$ cat config.mk
export PLATFORM = sky130hd
export DESIGN_NAME = ecgfoc_top
export DESIGN_NICKNAME = d
export VERILOG_FILES = /design/src/hdl/ecgfoc_pkg.sv /design/src/hdl/ecgfoc_rate_gen.sv /design/src/hdl/ecgfoc_top.sv
export VERILOG_INCLUDE_DIRS = /design/src /design/src/hdl
export SDC_FILE = /design/constraint.sdc
export NUM_CORES = 1
export LEC_CHECK = 0
export ABC_AREA = 1
export BUFFER_PORTS_ARGS = -buffer_cell sky130_fd_sc_hd__buf_2
export CAP_MARGIN = 20
export CORE_MARGIN = 2
export CORE_UTILIZATION = 40
export DETAILED_ROUTE_END_ITERATION = 7
export SLEW_MARGIN = 20
export SYNTH_ARGS = -nofsm -noshare
export SYNTH_HDL_FRONTEND = slang
export SYNTH_SLANG_ARGS = --single-unit
$ cat constraint.sdc
create_clock -name clock -period 38.8 [get_ports clock]
set_input_delay 7.76 -clock clock [delete_from_list [all_inputs] [get_ports clock]]
set_output_delay 7.76 -clock clock [all_outputs]
set_load 0.01 [all_outputs]
$ cat src/hdl/ecgfoc_map.svh
// Register offsets, field positions, reset values and timing constants
`ifndef ECGFOC_MAP_SVH
`define ECGFOC_MAP_SVH

// ==========================================================================
// Serial command word layout
`define ECGFOC_CMD_WR_BIT      31
`define ECGFOC_CMD_ADDR_HI     30
`define ECGFOC_CMD_ADDR_LO     24
`define ECGFOC_WORD_BITS       32
`define ECGFOC_CNT_LAST        5'h1F

// ==========================================================================
// Register offsets and reset values
`define ECGFOC_ADDR_FRAME      7'h0A
`define ECGFOC_ADDR_FILTER     7'h0B
`define ECGFOC_FRAME_RST       24'h079000
`define ECGFOC_FILTER_RST      24'h000000

// ==========================================================================
// Frame format control fields
`define ECGFOC_F_CHAN1_EXCL    23
`define ECGFOC_F_CHAN2_EXCL    22
`define ECGFOC_F_CHAN3_EXCL    21
`define ECGFOC_F_PACE_EXCL     14
`define ECGFOC_F_RMAG_EXCL     13
`define ECGFOC_F_RPH_EXCL      12
`define ECGFOC_F_EOFF_EXCL     11
`define ECGFOC_F_PIN_EXCL      10
`define ECGFOC_F_CHK_EXCL      9
`define ECGFOC_F_AUTO_DROP     7
`define ECGFOC_F_HDR_REPEAT    6
`define ECGFOC_F_FORMAT        4
`define ECGFOC_F_SKIP_HI       3
`define ECGFOC_F_SKIP_LO       2
`define ECGFOC_F_RATE_HI       1
`define ECGFOC_F_RATE_LO       0

// ==========================================================================
// Filter select control fields
`define ECGFOC_L_MASTER_NOTCH  5
`define ECGFOC_L_NOTCH_BYPASS  4
`define ECGFOC_L_LPF_HI        3
`define ECGFOC_L_LPF_LO        2

// ==========================================================================
// Frame word slots, in transmit order
`define ECGFOC_NUM_WORDS       10
`define ECGFOC_W_HEADER        4'h0
`define ECGFOC_W_LAST          4'h9

// ==========================================================================
// Timing: clock and output frame rates
`define ECGFOC_CLK_HZ          64'd10000000
`define ECGFOC_RATE_2K_HZ      64'd2000
`define ECGFOC_RATE_16K_HZ     64'd16000
`define ECGFOC_RATE_128K_HZ    64'd128000
`define ECGFOC_RATE_LOW_MHZ    64'd31250
`define ECGFOC_MHZ_PER_HZ      64'd1000

`endif

$ cat src/hdl/ecgfoc_pkg.sv
// Types shared by the frame output control block
package ecgfoc_pkg;

  // ========================================================================
  // Output frame rate selections, in field code order
  typedef enum logic [1:0] {
    ECGFOC_RATE_2K,
    ECGFOC_RATE_16K,
    ECGFOC_RATE_128K,
    ECGFOC_RATE_LOW
  } ecgfoc_rate_t;

  // ========================================================================
  // Serial link state
  typedef enum logic {
    ECGFOC_LINK_IDLE,
    ECGFOC_LINK_ACTIVE
  } ecgfoc_link_t;

  // ========================================================================
  // One frame's worth of words and header flags from the acquisition core
  typedef struct packed {
    logic        ready;
    logic        pace_flag;
    logic        resp_flag;
    logic        eoff_flag;
    logic [31:0] header;
    logic [31:0] chan1;
    logic [31:0] chan2;
    logic [31:0] chan3;
    logic [31:0] pace;
    logic [31:0] resp_mag;
    logic [31:0] resp_phase;
    logic [31:0] eoff;
    logic [31:0] pin_state;
    logic [31:0] check;
  } ecgfoc_frame_t;

  // ========================================================================
  // Settings handed to the acquisition and filter path
  typedef struct packed {
    logic         electrode_fmt;
    ecgfoc_rate_t frame_rate;
    logic         notch_on;
    logic [1:0]   lowpass_corner;
  } ecgfoc_cfg_t;

endpackage

$ cat src/hdl/ecgfoc_rate_gen.sv
// Output frame rate divider with frame decimation
module ecgfoc_rate_gen #(
  parameter int unsigned DIV_2K   = 5000,
  parameter int unsigned DIV_16K  = 625,
  parameter int unsigned DIV_128K = 78,
  parameter int unsigned DIV_LOW  = 320000
) (
  input  wire logic                 clock,
  input  wire logic                 rst,
  input  wire ecgfoc_pkg::ecgfoc_rate_t rate,
  input  wire logic [1:0]           skip,
  input  wire logic                 restart,
  output logic                      frame_tick
);
  import ecgfoc_pkg::*;

  localparam int unsigned CW = $clog2(DIV_LOW + 1);

  logic [CW-1:0] cnt_q;
  logic [CW-1:0] cnt_d;
  logic [CW-1:0] limit;
  logic [1:0]    skip_q;
  logic          raw_tick;
  logic          keep;

  // ========================================================================
  // Base rate
  assign limit = (rate == ECGFOC_RATE_2K)   ? CW'(DIV_2K - 1)   :
                 (rate == ECGFOC_RATE_16K)  ? CW'(DIV_16K - 1)  :
                 (rate == ECGFOC_RATE_128K) ? CW'(DIV_128K - 1) :
                                              CW'(DIV_LOW - 1);
  // Compare with >= so a shorter rate chosen mid-count wraps at once
  assign raw_tick = (cnt_q >= limit);
  assign cnt_d    = (raw_tick || restart) ? '0 : cnt_q + CW'(1);

  // ========================================================================
  // Decimation: every frame, every second, or every fourth
  assign keep = (skip == 2'h0) ||
                (skip == 2'h1 && !skip_q[0]) ||
                (skip[1] && skip_q == 2'h0);

  always_ff @(posedge clock or posedge rst) begin
    if (rst) begin
      cnt_q      <= '0;
      skip_q     <= 2'h0;
      frame_tick <= 1'b0;
    end else begin
      cnt_q      <= cnt_d;
      frame_tick <= raw_tick && !restart && keep;
      if (restart) begin
        skip_q <= 2'h0;
      end else if (raw_tick) begin
        skip_q <= skip_q + 2'h1;
      end
    end
  end

endmodule

$ cat src/hdl/ecgfoc_top.sv
// Frame output control: serial register access and frame word sequencing
// Operation
// - Each exclusion bit set drops its word from the frame; clear keeps it.
// - Kept channel word with electrode off carries undefined content.
// - Respiration phase exclusion resets to one, so phase word absent.
// - Auto drop omits pace, resp magnitude, lead-off words if flags clear.
// - Header repeat with data not ready sends only the header until ready.
// - Format bit picks lead or electrode words; lead only at 2k, 16k.
// - Skip field outputs every frame, every second, or every fourth frame.
// - Rate field selects 2 kHz, 16 kHz, 128 kHz or 31.25 Hz.
// - As link master, notch bit five clear bypasses, set inserts notch.
// - Notch bypass bit four clear keeps notch, set bypasses it.
// - Low-pass field selects 40, 150, 250 or 450 Hz corner.
`include "ecgfoc_map.svh"
module ecgfoc_top #(
  parameter int unsigned DIV_2K   =
    int'(`ECGFOC_CLK_HZ / `ECGFOC_RATE_2K_HZ),
  parameter int unsigned DIV_16K  =
    int'(`ECGFOC_CLK_HZ / `ECGFOC_RATE_16K_HZ),
  parameter int unsigned DIV_128K =
    int'(`ECGFOC_CLK_HZ / `ECGFOC_RATE_128K_HZ),
  parameter int unsigned DIV_LOW  =
    int'(`ECGFOC_CLK_HZ * `ECGFOC_MHZ_PER_HZ / `ECGFOC_RATE_LOW_MHZ)
) (
  input  wire logic                  clock,
  input  wire logic                  rst,
  input  wire logic                  sclk,
  input  wire logic                  cs_n,
  input  wire logic                  sdi,
  input  wire logic                  is_master,
  input  wire ecgfoc_pkg::ecgfoc_frame_t frame_in,
  output logic                       sdo,
  output logic                       frame_request,
  output ecgfoc_pkg::ecgfoc_cfg_t    cfg
);
  import ecgfoc_pkg::*;

  localparam int NW = `ECGFOC_NUM_WORDS;

  // ========================================================================
  // Pin synchronisers
  logic [3:0]   meta_q;
  logic [3:0]   sync_q;
  logic         sclk_prev_q;
  logic         cs_prev_q;
  logic         sclk_s;
  logic         cs_n_s;
  logic         sdi_s;
  logic         master_s;
  logic         sclk_rise;
  logic         sclk_fall;
  logic         cs_fall;

  assign sclk_s    = sync_q[0];
  assign cs_n_s    = sync_q[1];
  assign sdi_s     = sync_q[2];
  assign master_s  = sync_q[3];
  assign sclk_rise = sclk_s && !sclk_prev_q;
  assign sclk_fall = !sclk_s && sclk_prev_q;
  assign cs_fall   = !cs_n_s && cs_prev_q;

  always_ff @(posedge clock or posedge rst) begin
    if (rst) begin
      meta_q      <= 4'h2;
      sync_q      <= 4'h2;
      sclk_prev_q <= 1'b0;
      cs_prev_q   <= 1'b1;
    end else begin
      meta_q      <= {is_master, sdi, cs_n, sclk};
      sync_q      <= meta_q;
      sclk_prev_q <= sclk_s;
      cs_prev_q   <= cs_n_s;
    end
  end

  // ========================================================================
  // Serial shifter
  ecgfoc_link_t link_q;
  logic [4:0]   bit_cnt_q;
  logic [31:0]  cmd_sr_q;
  logic [31:0]  out_sr_q;
  logic         skip_fall_q;
  logic [31:0]  cmd_word;
  logic         word_done;
  logic         cmd_wr;
  logic [6:0]   cmd_addr;
  logic         hit_frame;
  logic         hit_filter;
  logic         load;
  logic [31:0]  load_word;

  assign cmd_word  = {cmd_sr_q[30:0], sdi_s};
  assign word_done = (link_q == ECGFOC_LINK_ACTIVE) && sclk_rise &&
                     (bit_cnt_q == `ECGFOC_CNT_LAST);
  assign cmd_wr    = cmd_word[`ECGFOC_CMD_WR_BIT];
  assign cmd_addr  = cmd_word[`ECGFOC_CMD_ADDR_HI:`ECGFOC_CMD_ADDR_LO];
  // Addresses of neighbouring registers are left to their own blocks
  assign hit_frame  = word_done && (cmd_addr == `ECGFOC_ADDR_FRAME);
  assign hit_filter = word_done && (cmd_addr == `ECGFOC_ADDR_FILTER);
  assign load       = cs_fall || word_done;

  always_ff @(posedge clock or posedge rst) begin
    if (rst) begin
      link_q <= ECGFOC_LINK_IDLE;
    end else begin
      case (link_q)
        ECGFOC_LINK_IDLE: begin
          if (cs_fall) begin
            link_q <= ECGFOC_LINK_ACTIVE;
          end
        end
        ECGFOC_LINK_ACTIVE: begin
          if (cs_n_s) begin
            link_q <= ECGFOC_LINK_IDLE;
          end
        end
        default: begin
          link_q <= ECGFOC_LINK_IDLE;
        end
      endcase
    end
  end

  always_ff @(posedge clock or posedge rst) begin
    if (rst) begin
      bit_cnt_q <= 5'h0;
      cmd_sr_q  <= 32'h0;
    end else if (cs_fall) begin
      bit_cnt_q <= 5'h0;
    end else if (link_q == ECGFOC_LINK_ACTIVE && sclk_rise) begin
      bit_cnt_q <= bit_cnt_q + 5'h1;
      cmd_sr_q  <= cmd_word;
    end
  end

  // A word loaded on the last rising edge must survive the falling edge
  // that follows, so that edge does not shift
  always_ff @(posedge clock or posedge rst) begin
    if (rst) begin
      out_sr_q    <= 32'h0;
      sdo         <= 1'b0;
      skip_fall_q <= 1'b0;
    end else if (load) begin
      out_sr_q    <= load_word;
      sdo         <= load_word[31];
      skip_fall_q <= word_done;
    end else if (link_q == ECGFOC_LINK_ACTIVE && sclk_fall) begin
      skip_fall_q <= 1'b0;
      if (!skip_fall_q) begin
        out_sr_q <= {out_sr_q[30:0], 1'b0};
        sdo      <= out_sr_q[30];
      end
    end else if (cs_n_s) begin
      sdo <= 1'b0;
    end
  end

  // ========================================================================
  // Registers
  // Reserved fields are stored as written; keeping them is software's job
  logic [23:0]  frame_ctl_q;
  logic [23:0]  filter_ctl_q;

  always_ff @(posedge clock or posedge rst) begin
    if (rst) begin
      frame_ctl_q  <= `ECGFOC_FRAME_RST;
      filter_ctl_q <= `ECGFOC_FILTER_RST;
    end else begin
      if (hit_frame && cmd_wr) begin
        frame_ctl_q <= cmd_word[23:0];
      end
      if (hit_filter && cmd_wr) begin
        filter_ctl_q <= cmd_word[23:0];
      end
    end
  end

  // ========================================================================
  // Configuration decode
  ecgfoc_rate_t rate;
  logic [1:0]   skip;
  logic         auto_drop;
  logic         hdr_repeat;
  logic         lead_ok;
  ecgfoc_cfg_t  cfg_d;

  assign rate = ecgfoc_rate_t'(
    frame_ctl_q[`ECGFOC_F_RATE_HI:`ECGFOC_F_RATE_LO]);
  assign skip = frame_ctl_q[`ECGFOC_F_SKIP_HI:`ECGFOC_F_SKIP_LO];
  assign auto_drop  = frame_ctl_q[`ECGFOC_F_AUTO_DROP];
  assign hdr_repeat = frame_ctl_q[`ECGFOC_F_HDR_REPEAT];
  // Lead words are not produced at the fast and slow rates, so electrode
  // format is forced there even if software left the bit clear
  assign lead_ok = (rate == ECGFOC_RATE_2K) ||
                   (rate == ECGFOC_RATE_16K);
  assign cfg_d.electrode_fmt = frame_ctl_q[`ECGFOC_F_FORMAT] ||
                               !lead_ok;
  assign cfg_d.frame_rate    = rate;
  assign cfg_d.notch_on = master_s ?
    filter_ctl_q[`ECGFOC_L_MASTER_NOTCH] :
    !filter_ctl_q[`ECGFOC_L_NOTCH_BYPASS];
  assign cfg_d.lowpass_corner =
    filter_ctl_q[`ECGFOC_L_LPF_HI:`ECGFOC_L_LPF_LO];

  always_ff @(posedge clock or posedge rst) begin
    if (rst) begin
      cfg <= '0;
    end else begin
      cfg <= cfg_d;
    end
  end

  // ========================================================================
  // Frame timing
  logic frame_tick;

  ecgfoc_rate_gen #(
    .DIV_2K   (DIV_2K),
    .DIV_16K  (DIV_16K),
    .DIV_128K (DIV_128K),
    .DIV_LOW  (DIV_LOW)
  ) u_rate (
    .clock      (clock),
    .rst        (rst),
    .rate       (rate),
    .skip       (skip),
    .restart    (hit_frame && cmd_wr),
    .frame_tick (frame_tick)
  );

  // ========================================================================
  // Frame snapshot and word selection
  logic [31:0]  words_in [NW];
  logic [31:0]  snap_q   [NW];
  logic [3:0]   flags_q;
  logic [3:0]   ptr_q;
  logic         pend_q;
  logic         tick_pend_q;
  logic         latch;
  logic [NW-1:0] excl;
  logic [NW-1:0] dropped;
  logic [NW-1:0] incl;
  logic [3:0]   nxt;
  logic         nxt_none;
  logic         hold_hdr;

  // Channel words pass through as the core gives them; with an electrode
  // off their content is undefined and is not patched here
  assign words_in[0] = frame_in.header;
  assign words_in[1] = frame_in.chan1;
  assign words_in[2] = frame_in.chan2;
  assign words_in[3] = frame_in.chan3;
  assign words_in[4] = frame_in.pace;
  assign words_in[5] = frame_in.resp_mag;
  assign words_in[6] = frame_in.resp_phase;
  assign words_in[7] = frame_in.eoff;
  assign words_in[8] = frame_in.pin_state;
  assign words_in[9] = frame_in.check;

  assign excl = {frame_ctl_q[`ECGFOC_F_CHK_EXCL],
                 frame_ctl_q[`ECGFOC_F_PIN_EXCL],
                 frame_ctl_q[`ECGFOC_F_EOFF_EXCL],
                 frame_ctl_q[`ECGFOC_F_RPH_EXCL],
                 frame_ctl_q[`ECGFOC_F_RMAG_EXCL],
                 frame_ctl_q[`ECGFOC_F_PACE_EXCL],
                 frame_ctl_q[`ECGFOC_F_CHAN3_EXCL],
                 frame_ctl_q[`ECGFOC_F_CHAN2_EXCL],
                 frame_ctl_q[`ECGFOC_F_CHAN1_EXCL],
                 1'b0};
  // flags_q holds {ready, pace, resp, eoff}
  assign dropped = {2'b00, !flags_q[0], 1'b0, !flags_q[1], !flags_q[2],
                    4'h0} & {NW{auto_drop}};
  assign incl = ~(excl | dropped);

  // Next kept slot after the current one; removed slots are passed over
  always_comb begin
    nxt = `ECGFOC_W_HEADER;
    nxt_none = 1'b1;
    for (int k = NW - 1; k > 0; k--) begin
      if (incl[k] && 4'(k) > ptr_q) begin
        nxt = 4'(k);
        nxt_none = 1'b0;
      end
    end
  end

  assign hold_hdr = pend_q && (ptr_q == `ECGFOC_W_HEADER) &&
                    hdr_repeat && !flags_q[3];
  assign latch = tick_pend_q && (ptr_q == `ECGFOC_W_HEADER) && !load;
  // A read answer preempts the frame; with no frame pending the last
  // header is resent so the host still sees the not-ready state
  assign load_word = (word_done && !cmd_wr && hit_frame) ?
                       {1'b0, `ECGFOC_ADDR_FRAME, frame_ctl_q} :
                     (word_done && !cmd_wr && hit_filter) ?
                       {1'b0, `ECGFOC_ADDR_FILTER, filter_ctl_q} :
                     pend_q ? snap_q[ptr_q] :
                              snap_q[0];

  for (genvar g = 0; g < NW; g++) begin : g_snap
    always_ff @(posedge clock or posedge rst) begin
      if (rst) begin
        snap_q[g] <= 32'h0;
      end else if (latch) begin
        snap_q[g] <= words_in[g];
      end
    end
  end

  always_ff @(posedge clock or posedge rst) begin
    if (rst) begin
      flags_q       <= 4'h0;
      ptr_q         <= `ECGFOC_W_HEADER;
      pend_q        <= 1'b0;
      tick_pend_q   <= 1'b0;
      frame_request <= 1'b0;
    end else begin
      frame_request <= frame_tick;
      if (frame_tick) begin
        tick_pend_q <= 1'b1;
      end else if (latch) begin
        tick_pend_q <= 1'b0;
      end
      if (latch) begin
        flags_q <= {frame_in.ready, frame_in.pace_flag,
                    frame_in.resp_flag, frame_in.eoff_flag};
        pend_q  <= 1'b1;
      end else if (load && pend_q && !(word_done && !cmd_wr &&
                   (hit_frame || hit_filter)) && !hold_hdr) begin
        if (nxt_none) begin
          pend_q <= 1'b0;
          ptr_q  <= `ECGFOC_W_HEADER;
        end else begin
          ptr_q  <= nxt;
        end
      end
    end
  end

endmodule

======== Word-level counts from Yosys, hierarchy flattened ========
Index checks and enable logic that the tools add are counted.
storage, ports and cells
  flip-flop bits (word level) ............. 487
  bits in latches ......................... 0
  bits in writable memories ............... 0
  ROM bits ................................ 0
  logic and storage cells ................. 187
  memories ................................ 0
cells by class
  $add $sub $neg .......................... 3
  $mul .................................... 0
  div/mod/pow operators ................... 0
  order comparisons ....................... 11
  equality and inequality tests ........... 8
  shifts and indexed selects .............. 0
  mux-type cells .......................... 51
  bitwise logic cells ..................... 7
  reduce and logical (&&, ||, !) cells .... 73
operators with widths
  kind                     number
  $mux W32                 5
  $bmux W32 S4             1
  $mux W31                 3
  $mux W19                 4
  $mux W4                  10
  $logic_and A1 B1 Y1      35
  $mux W1                  23
  $add A19 B1 Y19 const B  1
  $ge A19 B19 Y1           1
  $gt A3 B4 Y1 const A     4
  $logic_not A1 Y1         15
  $eq A7 B4 Y1 const B     2
  $reduce_bool A2 Y1       6
  $and A8 B10 Y10          1
  $mux W5                  2
  $not A10 Y10             1
  $or A10 B10 Y10          1
  $reduce_and A2 Y1        5
  $gt A2 B4 Y1 const A     2
  $gt A4 B4 Y1 const A     2
  $logic_or A1 B1 Y1       7
  $logic_not A2 Y1         3
  $add A5 B1 Y5 const B    1
  $eq A5 B5 Y1 const B     1
  other kinds (13)         17

======== Logic depth before layout (Yosys ltp) ========
  depth in word-level cells ............... 17
  depth in mapped cells ................... 16
  gate-level depth less buffers ........... 15

======== Modules after synthesis ========
From an unflattened synthesis, not the netlist that was laid out.
second synthesis, totals
  cell total of the unflattened synthesis .. 3035
  area, all modules ....................... 23580.1 um^2
by module, submodules not included
  module           times used  cells each  area an instance (um^2)  seq. area each (um^2)
  ecgfoc_top       1           2815        21896.0                  11646.2
  ecgfoc_rate_gen  1           220         1684.1                   550.5

======== Worst setup path before layout ========
Ideal clock, no wire load.
  kind .................................... register -> output
  from .................................... register sdo
  to ...................................... output sdo
  data arrival time ....................... 0.384 ns
  required time ........................... 31.040 ns
  path slack .............................. 30.656 ns
  stages on the path, launching flop included .. 1
  path buffers ............................ 0
  cell sequence ........................... dfrtp_1
RTL lines
  item                    RTL line           RTL
  from (decl)             ecgfoc_top.sv:32   output logic sdo,
  from (signal assigned)  ecgfoc_top.sv:145  sdo <= load_word[31];
  from (signal assigned)  ecgfoc_top.sv:151  sdo <= out_sr_q[30];
No word-level cell between the ends.

==> impl_metrics.yaml <==
timing:
  clock_skew_ps: 30.4
  setup_violations: 0
  whs_ps: 349
  worst_pin_slew_ps: 1120
  fin_crit_sh: 0.245
  min_period_ps: 9510
  finalSetupTns_ps: 0
  hold_viol: 0
  maxSlewViolCount: 0
  grt_setup_unrepaired: "false"
  maxSlewHeadroom: 0.253
  fmax_ghz: 0.105
yosys:
  synth_mux_area_frac: 0
  synth.cell_area_sq_um: 23400
  netlist_instances: 3101
  async_flop_share: 1.00
  synth_compound_area_frac: 0.0699
  synth_edf_count: 0
  synth_top_cell_by_area: "dfrtp_1"
  synth_simple_gate_area_frac: 0.325
  ys_ff_latch: 487
  synth.yosys.seq_area_share: 0.521
  synthTopCellsByArea: "dfrtp_1 51%, nand2_1 26%, o21ai_0 3.5%, inv_1 2.8%, nor2_1 2.7%"
  synthAdderAreaFrac: 0.0107
  synth-main-ff-cell: "dfrtp_1"
  synth_top_family_by_area: "simple AND/OR/NAND/NOR gates"
  yosys.area.top_type_share: 0.512
  syn-num-nets: 3451
  synth_cell_types: 41
  synth_xor_area_frac: 0.00449
  syn_avg_cell_area_sq_um: 7.54
  yosysWarnings: 0
global_route:
  grt_first_pass_wirelength_um: 116000
  grt_overflow: 0
  grt_max_degree: 195
  grt_pass1_vias: 20000
  grt_use_total: 0.249
  antenna_found_initial: 6
critical_path:
  r2r_cells: 10
  end_kind: "asynchronous set/reset pin"
  crit_family: "buffers and inverters"
  critPathSlowestCell: "buf_4"
  cp_max_fo: 109
  critPathArrivalTime_ps: 10100
  crit_cells: 4
  start_kind: "input pin"
  path_cells: "buf_2 -> inv_8 -> buf_4 -> buf_4"
  cp_data_required_time_ps: 39390
  critPathBufInv: 4
  critPathMaxStageDelay_ps: 860
  crit_top_cell: "buf_4"
  crit_type: "in -> async"
floorplanning:
  core_sq_um: 57800
  initial_utilization: 0.405
  die-area_sq_um: 60400
  fp.dieW_um: 246
  rows: 88
  io_pins: 338
  die_h_um: 246
clock_network:
  root_buffer: "clkbuf_16"
  holdBufCountCts: 0
  cts_inserted_buffers: 54
  ctsResizeCount: 0
  postCtsSetupBuffers: 0
  clk_path_buf_depth: 3
  clk_latency_ps: 610
  cts_tree: "done"
  cts.htree.levels: 2
  path_clk_slew_ps: 60
  cts.sinks: 487
drt:
  vias: 20500
  drt_first_pass_iters: 6
  drt_iter0_drc: 1852
  drc: 0
  avgViaCountPerCell: 4.91
  ant_nets: 0
  wire_per_inst_um: 17.9
  postRouteWirelength_um: 74800
hold_path:
  hold_path.class: "reg -> reg"
  hold_depth: 0
finish:
  drive_gt1_frac: 0.148
  fin_util: 0.470
  nets: 3709
  area_delta_synth_final_pct: 16.2
place:
  hpwlAfterDp_um: 51300
  io_buffers: 337
  gp_congestion: 0.900
power_and_ir_drop:
  p_per_area_nw_per_um2: 40.4
  ir_drop_uv: 34.9
  power.leakage_nw: 13.3
run_status:
  status: "completed"
job:
  cap_violations: 0
## metal layers
layer	vias to the layer above	routed length [um]	global-route usage
met3	107	5200	0.0453
met4	4	2130	0.0763
met2	624	32200	0.371
met5	-	25	0
met1	9639	35200	0.367
li1	10100	-	-
## synthesized netlist by cell type, types with 6 or more instances
cell,number
or2_2,17
nor2_1,168
nand3_1,101
buf_6,6
o21ai_0,163
xor2_1,10
inv_2,10
clkbuf_1,40
a22o_1,15
dfrtp_1,479
ha_1,20
a21oi_1,60
buf_4,49
dfstp_2,8
o221ai_1,7
nand4_1,13
a22oi_1,10
inv_1,177
o21ai_1,21
o211ai_1,10
nor3_1,22
buf_2,60
nand2_1,1596
## area by class of cell
type | instances | area (sq um)
multi-input cells | 2266 | 9600
clock inverters | 17 | 140
diodes | 4 | 10.0
well taps | 765 | 957
clock buffers | 85 | 1660
inverters | 188 | 722
flip-flops and latches | 487 | 12200
repair buffers | 362 | 1890
fillers | 5951 | 30600
## kinds of logic (layout without fill, tap and decap cells)
group | Yosys count | after routing
and+or+nand+nor | 1938 | 1938
DFF | 487 | 487
buffers and inverters | 348 | 652
AOI/OAI and AO/OA | 296 | 296
adders and majority gates | 20 | 20
xor gates and xnor gates | 12 | 12
other | 0 | 4
## final timing paths
kind	start	endpoint	slack, ps
setup / recovery	rst	snap_q[97]	29290
hold / removal	meta_q[1]	sync_q[1]	350
setup reg to reg	ptr_q[0]	snap_q[28]	34340
hold reg to reg	meta_q[1]	sync_q[1]	350
max in group clock	sdo	sdo	29920
min in group asynchronous	rst	snap_q[49]	7270
## where the power goes
part	switching, mW	total (mW)	internal (mW)
clock network	0.217	0.516	0.300
registers	0.00652	0.526	0.519
logic	0.0340	0.0543	0.0204
## per-stage QoR
| step | power [mW] | instances | instance area (sq um) | setup WS, ps |
|---|---|---|---|---|
| floorplan | 0.560 | 3101 | 23400 | 17460 |
| global placement | 0.589 | 4068 | 25400 | 28470 |
| detailed placement | 0.590 | 4068 | 25400 | 28490 |
| CTS | 1.11 | 4170 | 27200 | 29140 |
| global route | 1.14 | 4174 | 27200 | 28880 |
| finish | 1.10 | 4174 | 27200 | 29290 |
## layout by cell type (no fill, tap or decap), types with 10 or more instances in the layout
master / count
nand4_1: 13
buf_4: 23
clkbuf_1: 12
xor2_1: 10
ha_1: 20
clkinv_2: 10
a22oi_1: 10
or2_2: 17
nor2_1: 168
a22o_1: 15
nand3_1: 101
inv_1: 176
buf_2: 337
nand2_1: 1596
o211ai_1: 10
clkbuf_16: 54
o21ai_1: 21
dfrtp_1: 478
a21oi_1: 60
clkbuf_8: 19
nor3_1: 22
o21ai_0: 163
## registers in the layout, summed over array words and instances, names as in the netlist, 2 cells and up
signal / cells
cfg: 6
u_rate.cnt_q: 19
snap_q: 320
meta_q: 4
cmd_sr_q: 31
ptr_q: 4
sync_q: 4
out_sr_q: 31
frame_ctl_q: 24
bit_cnt_q: 5
filter_ctl_q: 24
flags_q: 4
u_rate.skip_q: 2
Note: power is estimated with default switching activity, not from simulation.
